$ cat config.mk
export PLATFORM = sky130hd
export DESIGN_NAME = uab_detector
export DESIGN_NICKNAME = d
export VERILOG_FILES = /design/src/logic/uab_tick_gen.v /design/src/logic/uab_detector.v
export VERILOG_INCLUDE_DIRS = /design/src /design/src/logic
export SDC_FILE = /design/constraint.sdc
export NUM_CORES = 1
export LEC_CHECK = 0
export BUFFER_PORTS_ARGS = -buffer_cell sky130_fd_sc_hd__buf_2
export CAP_MARGIN = 20
export CORE_AREA = 3 3 112 114
export DETAILED_ROUTE_END_ITERATION = 8
export DIE_AREA = 0 0 115 117
export MAX_ROUTING_LAYER = met4
export PLACE_DENSITY_LB_ADDON = 0.15
export REMOVE_ABC_BUFFERS = 1
export SYNTH_ARGS = -nofsm -noshare
export SYNTH_HDL_FRONTEND = slang
export SYNTH_SLANG_ARGS = --single-unit
$ cat constraint.sdc
create_clock -name clock -period 4.1 [get_ports clock]
set_input_delay 0.82 -clock clock [delete_from_list [all_inputs] [get_ports clock]]
set_output_delay 0.82 -clock clock [all_outputs]
set_load 0.05 [all_outputs]
$ cat src/logic/uab_defs.vh
/*
 * register map, field positions, reset values and prescale figures of
 * the auto-baud measurement block.
 * assumes: included by bare name from the design files of this block.
 */
`ifndef UAB_DEFS_VH
`define UAB_DEFS_VH

// ----------------------------------------------------------------------
// register byte offsets on the apb bus
// ----------------------------------------------------------------------
`define UAB_OFS_TX_STATUS_CONTROL 8'h00
`define UAB_OFS_BAUD_CONTROL      8'h04
`define UAB_OFS_DIVISOR_LOW       8'h08
`define UAB_OFS_DIVISOR_HIGH      8'h0c
`define UAB_OFS_RECEIVE_BUFFER    8'h10
`define UAB_OFS_IRQ_STATUS        8'h14
`define UAB_OFS_IRQ_MASK          8'h18

// ----------------------------------------------------------------------
// field positions
// ----------------------------------------------------------------------
`define UAB_TSC_HIGH_SPEED   2
`define UAB_TSC_SYNC_MODE    4
`define UAB_BC_AUTOBAUD_EN   0
`define UAB_BC_WAKE_BREAK    1
`define UAB_BC_WIDE_DIVISOR  3
`define UAB_BC_RX_IDLE       6
`define UAB_IRQ_MEASURE_DONE 0
`define UAB_IRQ_BREAK_SEEN   1
`define UAB_IRQ_RECEIVE      2

// ----------------------------------------------------------------------
// reset values
// ----------------------------------------------------------------------
`define UAB_RST_TX_STATUS_CONTROL 8'h00
`define UAB_RST_BAUD_CONTROL      8'h00
`define UAB_RST_BC_BIT            1'b0
`define UAB_RST_DIVISOR           16'h0000
`define UAB_RST_IRQ_MASK          3'h0

// ----------------------------------------------------------------------
// oscillator divides of the normal bit clock, and the calibration slowdown
// ----------------------------------------------------------------------
`define UAB_DIV_SLOW     10'h040
`define UAB_DIV_MID      10'h010
`define UAB_DIV_FAST     10'h004
`define UAB_CAL_SLOWDOWN 10'h008
`define UAB_EDGES_DONE   3'h5

`endif

$ cat src/logic/uab_tick_gen.v
/*
 * prescaler: one-cycle tick every divide clocks of the oscillator.
 * assumes: divide is at least one and changes only between uses; restart
 * aligns the phase so a measurement starts from a clean count.
 */
`timescale 1ns/1ps
module uab_tick_gen #(
    parameter WIDTH = 10
) (
    input  wire             clock,
    input  wire             rst_n,
    input  wire             restart,
    input  wire [WIDTH-1:0] divide,
    output reg              tick
);
    reg [WIDTH-1:0] count_r;

    always @(posedge clock) begin
        if (!rst_n) begin
            count_r <= {WIDTH{1'b0}};
            tick    <= 1'b0;
        end else if (restart) begin
            count_r <= {WIDTH{1'b0}};
            tick    <= 1'b0;
        end else if (count_r >= divide - {{(WIDTH-1){1'b0}}, 1'b1}) begin
            count_r <= {WIDTH{1'b0}};
            tick    <= 1'b1;
        end else begin
            count_r <= count_r + {{(WIDTH-1){1'b0}}, 1'b1};
            tick    <= 1'b0;
        end
    end
endmodule // uab_tick_gen

$ cat src/logic/uab_detector.v
/*
 * auto-baud measurement of an asynchronous receiver with its baud
 * generator, apb register slave and one level interrupt.
 * assumes: rx_pin is asynchronous to clock; the receive datapath outside
 * obeys rx_hold_idle and delivers characters on rx_char_valid/rx_char.
 */
`timescale 1ns/1ps
`include "uab_defs.vh"

// What the block, its software and the far transmitter must do
// RQ1: measure only in asynchronous mode.
// RQ2: a start bit with autobaud enable set begins a measurement.
// RQ3: setting autobaud enable zeroes the counter, then waits for start.
// RQ4: the far transmitter sends 55h as the calibration character.
// RQ5: counting spans both low and high bit times to average asymmetry.
// RQ6: counting begins on the first rising edge after the start bit.
// RQ7: at the fifth rising edge the count stays in the divisor pair.
// RQ8: the fifth rising edge clears autobaud enable by hardware.
// RQ9: during calibration the counter runs at one eighth the normal rate.
// RQ10: both divisor bytes form one 16-bit counter whatever wide select.
// RQ11: rate selects give oscillator over 512, 128 or 32.
// RQ12: the receive state machine is held idle while measuring.
// RQ13: the fifth rising edge raises the receive-complete flag.
// RQ14: reading the receive buffer clears the flag; software discards it.
// RQ15: with wake-on-break also set, measure the character after break.
// RQ16: software keeps the expected rate within the measurable range.
// RQ17: high speed select is bit 2, wide divisor select is bit 3.
// RQ18: after measurement the generator times bits with the new divisor.
module uab_detector (
    input  wire        clock,
    input  wire        rst_n,
    input  wire        psel,
    input  wire        penable,
    input  wire        pwrite,
    input  wire [7:0]  paddr,
    input  wire [31:0] pwdata,
    output reg  [31:0] prdata,
    output wire        pready,
    output wire        pslverr,
    input  wire        rx_pin,
    input  wire        rx_char_valid,
    input  wire [7:0]  rx_char,
    output wire        rx_hold_idle,
    output reg         baud_tick,
    output wire        irq
);
    // ------------------------------------------------------------------
    // states of the measurement sequencer
    // ------------------------------------------------------------------
    localparam [2:0] ST_IDLE  = 3'd0;
    localparam [2:0] ST_START = 3'd1;
    localparam [2:0] ST_FIRST = 3'd2;
    localparam [2:0] ST_COUNT = 3'd3;
    localparam [2:0] ST_BREAK = 3'd4;

    reg  [7:0]  tsc_r;
    reg         autobaud_enable_r;
    reg         wake_on_break_enable_r;
    reg         wide_divisor_select_r;
    reg  [15:0] divisor_r;
    reg  [15:0] divisor_nxt;
    reg  [7:0]  receive_buffer_r;
    reg         receive_complete_flag_r;
    reg  [2:0]  irq_status_r;
    reg  [2:0]  irq_mask_r;
    reg  [2:0]  state_r;
    reg  [2:0]  edges_r;
    reg  [15:0] gen_count_r;
    reg         rx_meta_r;
    reg         rx_sync_r;
    reg         rx_prev_r;
    reg  [9:0]  base_div;
    reg  [9:0]  tick_div;
    reg  [31:0] rd_word;
    reg         rd_hit;

    wire        async_mode;
    wire        rx_rise;
    wire        rx_fall;
    wire        measuring;
    wire        tick;
    wire        wr_en;
    wire        rd_en;
    wire        set_autobaud;
    wire        done_fifth;
    wire        break_end;
    wire        rd_buffer;
    wire        rd_status;

    // ------------------------------------------------------------------
    // rx pin synchroniser and edge detect
    // ------------------------------------------------------------------
    always @(posedge clock) begin
        if (!rst_n) begin
            rx_meta_r <= 1'b1;
            rx_sync_r <= 1'b1;
            rx_prev_r <= 1'b1;
        end else begin
            rx_meta_r <= rx_pin;
            rx_sync_r <= rx_meta_r;
            rx_prev_r <= rx_sync_r;
        end
    end

    assign rx_rise = rx_sync_r & ~rx_prev_r;
    assign rx_fall = ~rx_sync_r & rx_prev_r;

    // ------------------------------------------------------------------
    // apb access decode
    // ------------------------------------------------------------------
    // zero wait states: every access completes on its first access edge
    assign pready  = 1'b1;
    assign wr_en   = psel & penable & pwrite;
    assign rd_en   = psel & penable & ~pwrite;
    assign pslverr = psel & penable & ~rd_hit;
    assign rd_buffer = rd_en & (paddr == `UAB_OFS_RECEIVE_BUFFER);
    assign rd_status = rd_en & (paddr == `UAB_OFS_IRQ_STATUS);
    assign set_autobaud = wr_en & (paddr == `UAB_OFS_BAUD_CONTROL)
                        & pwdata[`UAB_BC_AUTOBAUD_EN] & ~autobaud_enable_r;

    assign async_mode = ~tsc_r[`UAB_TSC_SYNC_MODE];
    assign measuring  = (state_r == ST_FIRST) | (state_r == ST_COUNT);
    assign rx_hold_idle = autobaud_enable_r & async_mode;        // RQ12
    assign done_fifth = (state_r == ST_COUNT) & rx_rise
                      & (edges_r == `UAB_EDGES_DONE - 3'h1);
    assign break_end  = (state_r == ST_BREAK) & rx_rise;

    always @* begin
        rd_hit  = 1'b1;
        rd_word = 32'h0000_0000;
        case (paddr)
            `UAB_OFS_TX_STATUS_CONTROL: rd_word[7:0] = tsc_r;
            `UAB_OFS_BAUD_CONTROL: begin
                rd_word[`UAB_BC_AUTOBAUD_EN]  = autobaud_enable_r;
                rd_word[`UAB_BC_WAKE_BREAK]   = wake_on_break_enable_r;
                rd_word[`UAB_BC_WIDE_DIVISOR] = wide_divisor_select_r;
                rd_word[`UAB_BC_RX_IDLE]      = ~measuring;
            end
            `UAB_OFS_DIVISOR_LOW:    rd_word[7:0] = divisor_r[7:0];
            `UAB_OFS_DIVISOR_HIGH:   rd_word[7:0] = divisor_r[15:8];
            `UAB_OFS_RECEIVE_BUFFER: rd_word[7:0] = receive_buffer_r;
            `UAB_OFS_IRQ_STATUS:     rd_word[2:0] = irq_status_r;
            `UAB_OFS_IRQ_MASK:       rd_word[2:0] = irq_mask_r;
            default:                 rd_hit = 1'b0;
        endcase
    end

    // read data captured in the setup cycle so prdata comes from a flop
    always @(posedge clock) begin
        if (!rst_n)
            prdata <= 32'h0000_0000;
        else if (psel & ~penable & ~pwrite)
            prdata <= rd_word;
    end

    // ------------------------------------------------------------------
    // control registers
    // ------------------------------------------------------------------
    always @(posedge clock) begin
        if (!rst_n) begin
            tsc_r                  <= `UAB_RST_TX_STATUS_CONTROL;
            autobaud_enable_r      <= `UAB_RST_BC_BIT;
            wake_on_break_enable_r <= `UAB_RST_BC_BIT;
            wide_divisor_select_r  <= `UAB_RST_BC_BIT;
            irq_mask_r             <= `UAB_RST_IRQ_MASK;
        end else begin
            if (wr_en & (paddr == `UAB_OFS_TX_STATUS_CONTROL))
                tsc_r <= pwdata[7:0];
            if (wr_en & (paddr == `UAB_OFS_IRQ_MASK))
                irq_mask_r <= pwdata[2:0];
            if (wr_en & (paddr == `UAB_OFS_BAUD_CONTROL)) begin
                wide_divisor_select_r <= pwdata[`UAB_BC_WIDE_DIVISOR];
                wake_on_break_enable_r <= pwdata[`UAB_BC_WAKE_BREAK];
            end else if (break_end) begin
                wake_on_break_enable_r <= 1'b0;                 // RQ15
            end
            // hardware clear wins over a simultaneous software write
            if (done_fifth)
                autobaud_enable_r <= 1'b0;                      // RQ8
            else if (wr_en & (paddr == `UAB_OFS_BAUD_CONTROL))
                autobaud_enable_r <= pwdata[`UAB_BC_AUTOBAUD_EN];
        end
    end

    // ------------------------------------------------------------------
    // counter clock selection
    // ------------------------------------------------------------------
    always @* begin
        case ({wide_divisor_select_r, tsc_r[`UAB_TSC_HIGH_SPEED]}) // RQ17
            2'b00:   base_div = `UAB_DIV_SLOW;
            2'b11:   base_div = `UAB_DIV_FAST;
            default: base_div = `UAB_DIV_MID;
        endcase
        // slow by eight while calibrating: 512, 128 or 32 clocks
        if (measuring)
            tick_div = base_div * `UAB_CAL_SLOWDOWN;           // RQ9 RQ11
        else
            tick_div = base_div;
    end

    uab_tick_gen #(
        .WIDTH   (10)
    ) u_tick (
        .clock   (clock),
        .rst_n   (rst_n),
        .restart (set_autobaud | (state_r == ST_FIRST & rx_rise)),
        .divide  (tick_div),
        .tick    (tick)
    );

    // ------------------------------------------------------------------
    // measurement sequencer
    // ------------------------------------------------------------------
    always @(posedge clock) begin
        if (!rst_n) begin
            state_r <= ST_IDLE;
            edges_r <= 3'h0;
        end else if (~autobaud_enable_r | ~async_mode) begin
            state_r <= ST_IDLE;                                 // RQ1
            edges_r <= 3'h0;
        end else begin
            case (state_r)
                ST_IDLE: begin
                    edges_r <= 3'h0;
                    if (wake_on_break_enable_r)
                        state_r <= ST_BREAK;                    // RQ15
                    else
                        state_r <= ST_START;                    // RQ3
                end
                ST_BREAK: begin
                    if (break_end)
                        state_r <= ST_START;
                end
                ST_START: begin
                    if (wake_on_break_enable_r)
                        state_r <= ST_BREAK;
                    else if (rx_fall)
                        state_r <= ST_FIRST;                    // RQ2
                end
                ST_FIRST: begin
                    if (rx_rise) begin
                        state_r <= ST_COUNT;                    // RQ6
                        edges_r <= 3'h1;
                    end
                end
                ST_COUNT: begin
                    // edges at bits 0,2,4,6 and stop: low and high times
                    if (done_fifth)
                        state_r <= ST_IDLE;                     // RQ5 RQ7
                    else if (rx_rise)
                        edges_r <= edges_r + 3'h1;
                end
                default: state_r <= ST_IDLE;
            endcase
        end
    end

    // ------------------------------------------------------------------
    // divisor pair: 16-bit measure counter or software value
    // ------------------------------------------------------------------
    always @* begin
        divisor_nxt = divisor_r;
        if (wr_en & (paddr == `UAB_OFS_DIVISOR_LOW))
            divisor_nxt[7:0] = pwdata[7:0];
        if (wr_en & (paddr == `UAB_OFS_DIVISOR_HIGH))
            divisor_nxt[15:8] = pwdata[7:0];
        // zeroed even with wake set: the break leaves the counter alone
        if (set_autobaud & async_mode)
            divisor_nxt = 16'h0000;                             // RQ3
        else if ((state_r == ST_COUNT) & tick & ~done_fifth)
            divisor_nxt = divisor_r + 16'h0001;                 // RQ10
    end

    always @(posedge clock) begin
        if (!rst_n)
            divisor_r <= `UAB_RST_DIVISOR;
        else
            divisor_r <= divisor_nxt;
    end

    // ------------------------------------------------------------------
    // normal baud generator, idle while measuring
    // ------------------------------------------------------------------
    always @(posedge clock) begin
        if (!rst_n) begin
            gen_count_r <= 16'h0000;
            baud_tick   <= 1'b0;
        end else if (rx_hold_idle) begin
            gen_count_r <= 16'h0000;
            baud_tick   <= 1'b0;
        end else if (tick) begin
            // the freshly measured divisor is used with no software step
            if (gen_count_r == 16'h0000) begin
                gen_count_r <= wide_divisor_select_r ? divisor_r
                             : {8'h00, divisor_r[7:0]};         // RQ18
                baud_tick   <= 1'b1;
            end else begin
                gen_count_r <= gen_count_r - 16'h0001;
                baud_tick   <= 1'b0;
            end
        end else begin
            baud_tick <= 1'b0;
        end
    end

    // ------------------------------------------------------------------
    // receive buffer, receive-complete flag and interrupt status
    // ------------------------------------------------------------------
    always @(posedge clock) begin
        if (!rst_n) begin
            receive_buffer_r        <= 8'h00;
            receive_complete_flag_r <= 1'b0;
            irq_status_r            <= 3'h0;
        end else begin
            if (rx_char_valid & ~rx_hold_idle)
                receive_buffer_r <= rx_char;
            // set wins over the clear by a read in the same cycle
            if (done_fifth | (rx_char_valid & ~rx_hold_idle))
                receive_complete_flag_r <= 1'b1;                // RQ13
            else if (rd_buffer)
                receive_complete_flag_r <= 1'b0;                // RQ14
            // clear only what the read reported: an event landing after
            // the setup-cycle capture must not be lost
            irq_status_r <= (irq_status_r
                             & ~(rd_status ? prdata[2:0] : 3'h0))
                          | {receive_complete_flag_r & ~rd_buffer,
                             break_end, done_fifth};
        end
    end

    assign irq = |(irq_status_r & irq_mask_r);
endmodule // uab_detector

==> summary.txt <==
GP Congestion: 0.859
Overflow after GRT: 0
Crit Path Max Fanout: 13
Rel. slew slack: 37.5%
vias per cell: 5.83
met2 global-route usage: 34.5%
pin count of the biggest net entering global routing: 27
Initial Util: 44.0%
Yosys warnings: 0
FP Rows: 39
Worst Setup Start Kind: register
cts hold-fix bufs: 0
Worst EP arrival: 3.60 ns
pre-CTS setup slack: 0.825 ns
Vias: 4719
Critical Path RT: 4.37 ns
Netlist cell types: 62
# Post-CTS Setup Buffers: 0
post-route minimum period: 3.34 ns
Buffers on Ports: 42
CTS sink cnt: 87
GRT Total Usage: 21.7%
crit path cell chain: inv_1 > ha_1 > nor2_1 > xor2_1 > a22oi_1 > ha_1 > nand3_1 > nor2_1 > a2111oi_0 > nand2_1 > nor2_1
CP peak stage delay: 0.65 ns
Final period util: 81.4%
HP Class: reg2reg
Setup crit end kind: register
CP max-delay cell: a2111oi_0
Worst Path Class, Setup: reg2reg
Skew-Pair Late Insertion Delay: 0.35 ns
VDD IR max: 220 uV
WHS Endpoint: rx_sync_r
DR pass1 iterations: 5
hold_sp: rx_meta_r
EDFF count, synth: 0
status: finished clean
core region area: 11500 um2
reg2reg end: u_tick.count_r[3]
most common cell after layout, fill and taps aside: dfxtp_1
Clock Skew: 0.0119 ns
post-CTS sizing: 0
cell family with most CP delay: simple AND/OR/NAND/NOR gates
Worst path most repeated cell: nor2_1
initial drt markers: 331
number of global-route vias before repair: 4333
Max Cap Viol: 0
endpoints failing hold: 0
layout cells sized above 1: 11.4%
Buf/Inv on CP: 1
Setup-failing EPs final: 0
post-DP HPWL: 10.3 mm
CTS Root Cell: clkbuf_16
Area Overhead vs Synth: 9.29%
first-pass GRT wire length: 22.1 mm
Avg Synthesized Cell Area: 8.00 um2
Synth Flop Type: dfxtp_1
Static Leak: 0.00213 uW
Final Max Slew Viols: 0
hold_ws: 0.407 ns
FF-to-FF setup slack: 0.76 ns
asr flop ratio synth: 0%
Die Span Y: 117 um
Antenna Cells: 0
commonest cells after routing, fill and taps aside: 87 x dfxtp_1, 65 x nand2_1, 58 x nor2_1
Post-route DRC: 0
DIE AREA: 13500 um2
Critical R2R Launch: wide_divisor_select_r
met3 GRT Util: 3.86%
Final Cell Area: 5530 um2
unrepaired setup endpoints after global routing: false
actual slew at the worst max-slew pin: 0.935 ns
CTS clk-pin slew, worst paths: 0.06 ns
TritonCTS clock tree: built
Num CTS Buffers: 9
mapped cell area: 5060 um2
setup TNS: 0 ns
M1 GR Usage: 26.8%
DRT antenna net count: 0
initial antenna violation count: 0
Cells after Synth: 633
Yosys reg bits: 87
Die Width: 115 um
Ports: 92
sequential-to-total area share from yosys stat: 34.4%
Total Nets Final: 736
clock tree buffer depth: 2
PnR worst setup slack: 0.764 ns
H-tree depth: 3
busiest grt layer: met2
DRT Wirelength: 13.8 mm
post-place instance area: 5270 um2
Power Density: 321 nW/um2
Hold Path Cell Cnt: 1
worst r2r path cells: 11
FMAX: 300 MHz
per-cell routed wire length: 17.0 um
## synth_stat cells (4+ instances only)
master / number / area (um2)
clkbuf_1: 18 / 67.6
mux2i_1: 24 / 240
nor2b_1: 7 / 43.8
inv_1: 13 / 48.8
nor3_1: 22 / 110
o22ai_1: 5 / 31.3
a211oi_1: 5 / 37.5
a21oi_1: 52 / 260
and4_1: 4 / 35.0
nor4_2: 4 / 50.1
buf_2: 4 / 20.0
xnor2_1: 6 / 52.6
o21ai_0: 44 / 220
nor3b_1: 6 / 45.0
or4_1: 4 / 30.0
a22oi_1: 6 / 45.0
xor2_1: 8 / 70.1
nand2_1: 65 / 244
dfxtp_1: 87 / 1740
nor2_1: 58 / 218
ha_1: 18 / 225
a2111oi_0: 4 / 35.0
nand4_1: 10 / 62.6
nand2b_1: 10 / 62.6
a31oi_1: 10 / 62.6
buf_4: 26 / 195
nor4_1: 8 / 50.1
and3_1: 13 / 81.3
or3_1: 5 / 31.3
a221oi_1: 5 / 43.8
nand3_1: 32 / 160
and2_1: 5 / 31.3
## area by class of cell
| class | instances | area [um2] |
|---|---|---|
| clock buffers | 12 | 246 |
| clock inverters | 3 | 20.0 |
| flip-flops and latches | 87 | 1740 |
| multi-input cells | 504 | 3050 |
| fillers | 1171 | 5980 |
| well taps | 143 | 179 |
| inverters | 14 | 52.6 |
| repair buffers | 47 | 248 |
## sequential cells by signal, summed over array words and instances (netlist names), 3 cells and up
| signal | flops |
|---|---|
| divisor_r | 16 |
| gen_count_r | 16 |
| u_tick.count_r | 10 |
| prdata | 8 |
| receive_buffer_r | 8 |
| tsc_r | 8 |
| edges_r | 3 |
| irq_mask_r | 3 |
| irq_status_r | 3 |
| state_r | 3 |
## worst max path at each step
| stage | start | endpoint | depth (start not counted) |
|---|---|---|---|
| CTS | wide_divisor_select_r | u_tick.count_r[9] | 11 |
| global placement | wide_divisor_select_r | u_tick.count_r[2] | 11 |
| detailed placement | wide_divisor_select_r | u_tick.count_r[3] | 11 |
| floorplan | paddr[5] | pslverr | 3 |
| finish | wide_divisor_select_r | u_tick.count_r[3] | 11 |
| global route | wide_divisor_select_r | u_tick.count_r[9] | 11 |
## power by group
part	internal (uW)	total (uW)	switching, uW
Sequential	856	864	7.86
Clock	423	760	337
Combinational	34.1	152	118
## metal layers
metal	part of all wire [%]	up-vias
met5	0	-
met4	3.0	0
met3	5.9	32
met2	47	185
met1	44	2184
li1	-	2318
## logic make-up (layout without fill, tap and decap cells)
kind of cell | Yosys count | after routing | synth area share [%]
adder cells (fa/ha/maj) | 18 | 18 | 4.45
AND/OR/NAND/NOR | 266 | 266 | 27.7
flip-flops | 87 | 87 | 34.4
other | 2 | 25 | 0.148
AO/OA/AOI/OAI | 156 | 156 | 18.8
XOR/XNOR | 14 | 14 | 2.42
multiplexers | 25 | 25 | 4.97
buffers and inverters | 65 | 76 | 7.14
## metrics by stage
step | power [uW] | utilization [%] | cells
after floorplan | 979 | - | 605
after global placement | 1030 | 45.7 | 795
after detailed placement | 1030 | 45.7 | 795
after CTS | 1800 | 48.1 | 810
after global routing | 1840 | 48.1 | 810
final | 1780 | 48.1 | 810
(Power assumes the default switching activity.)
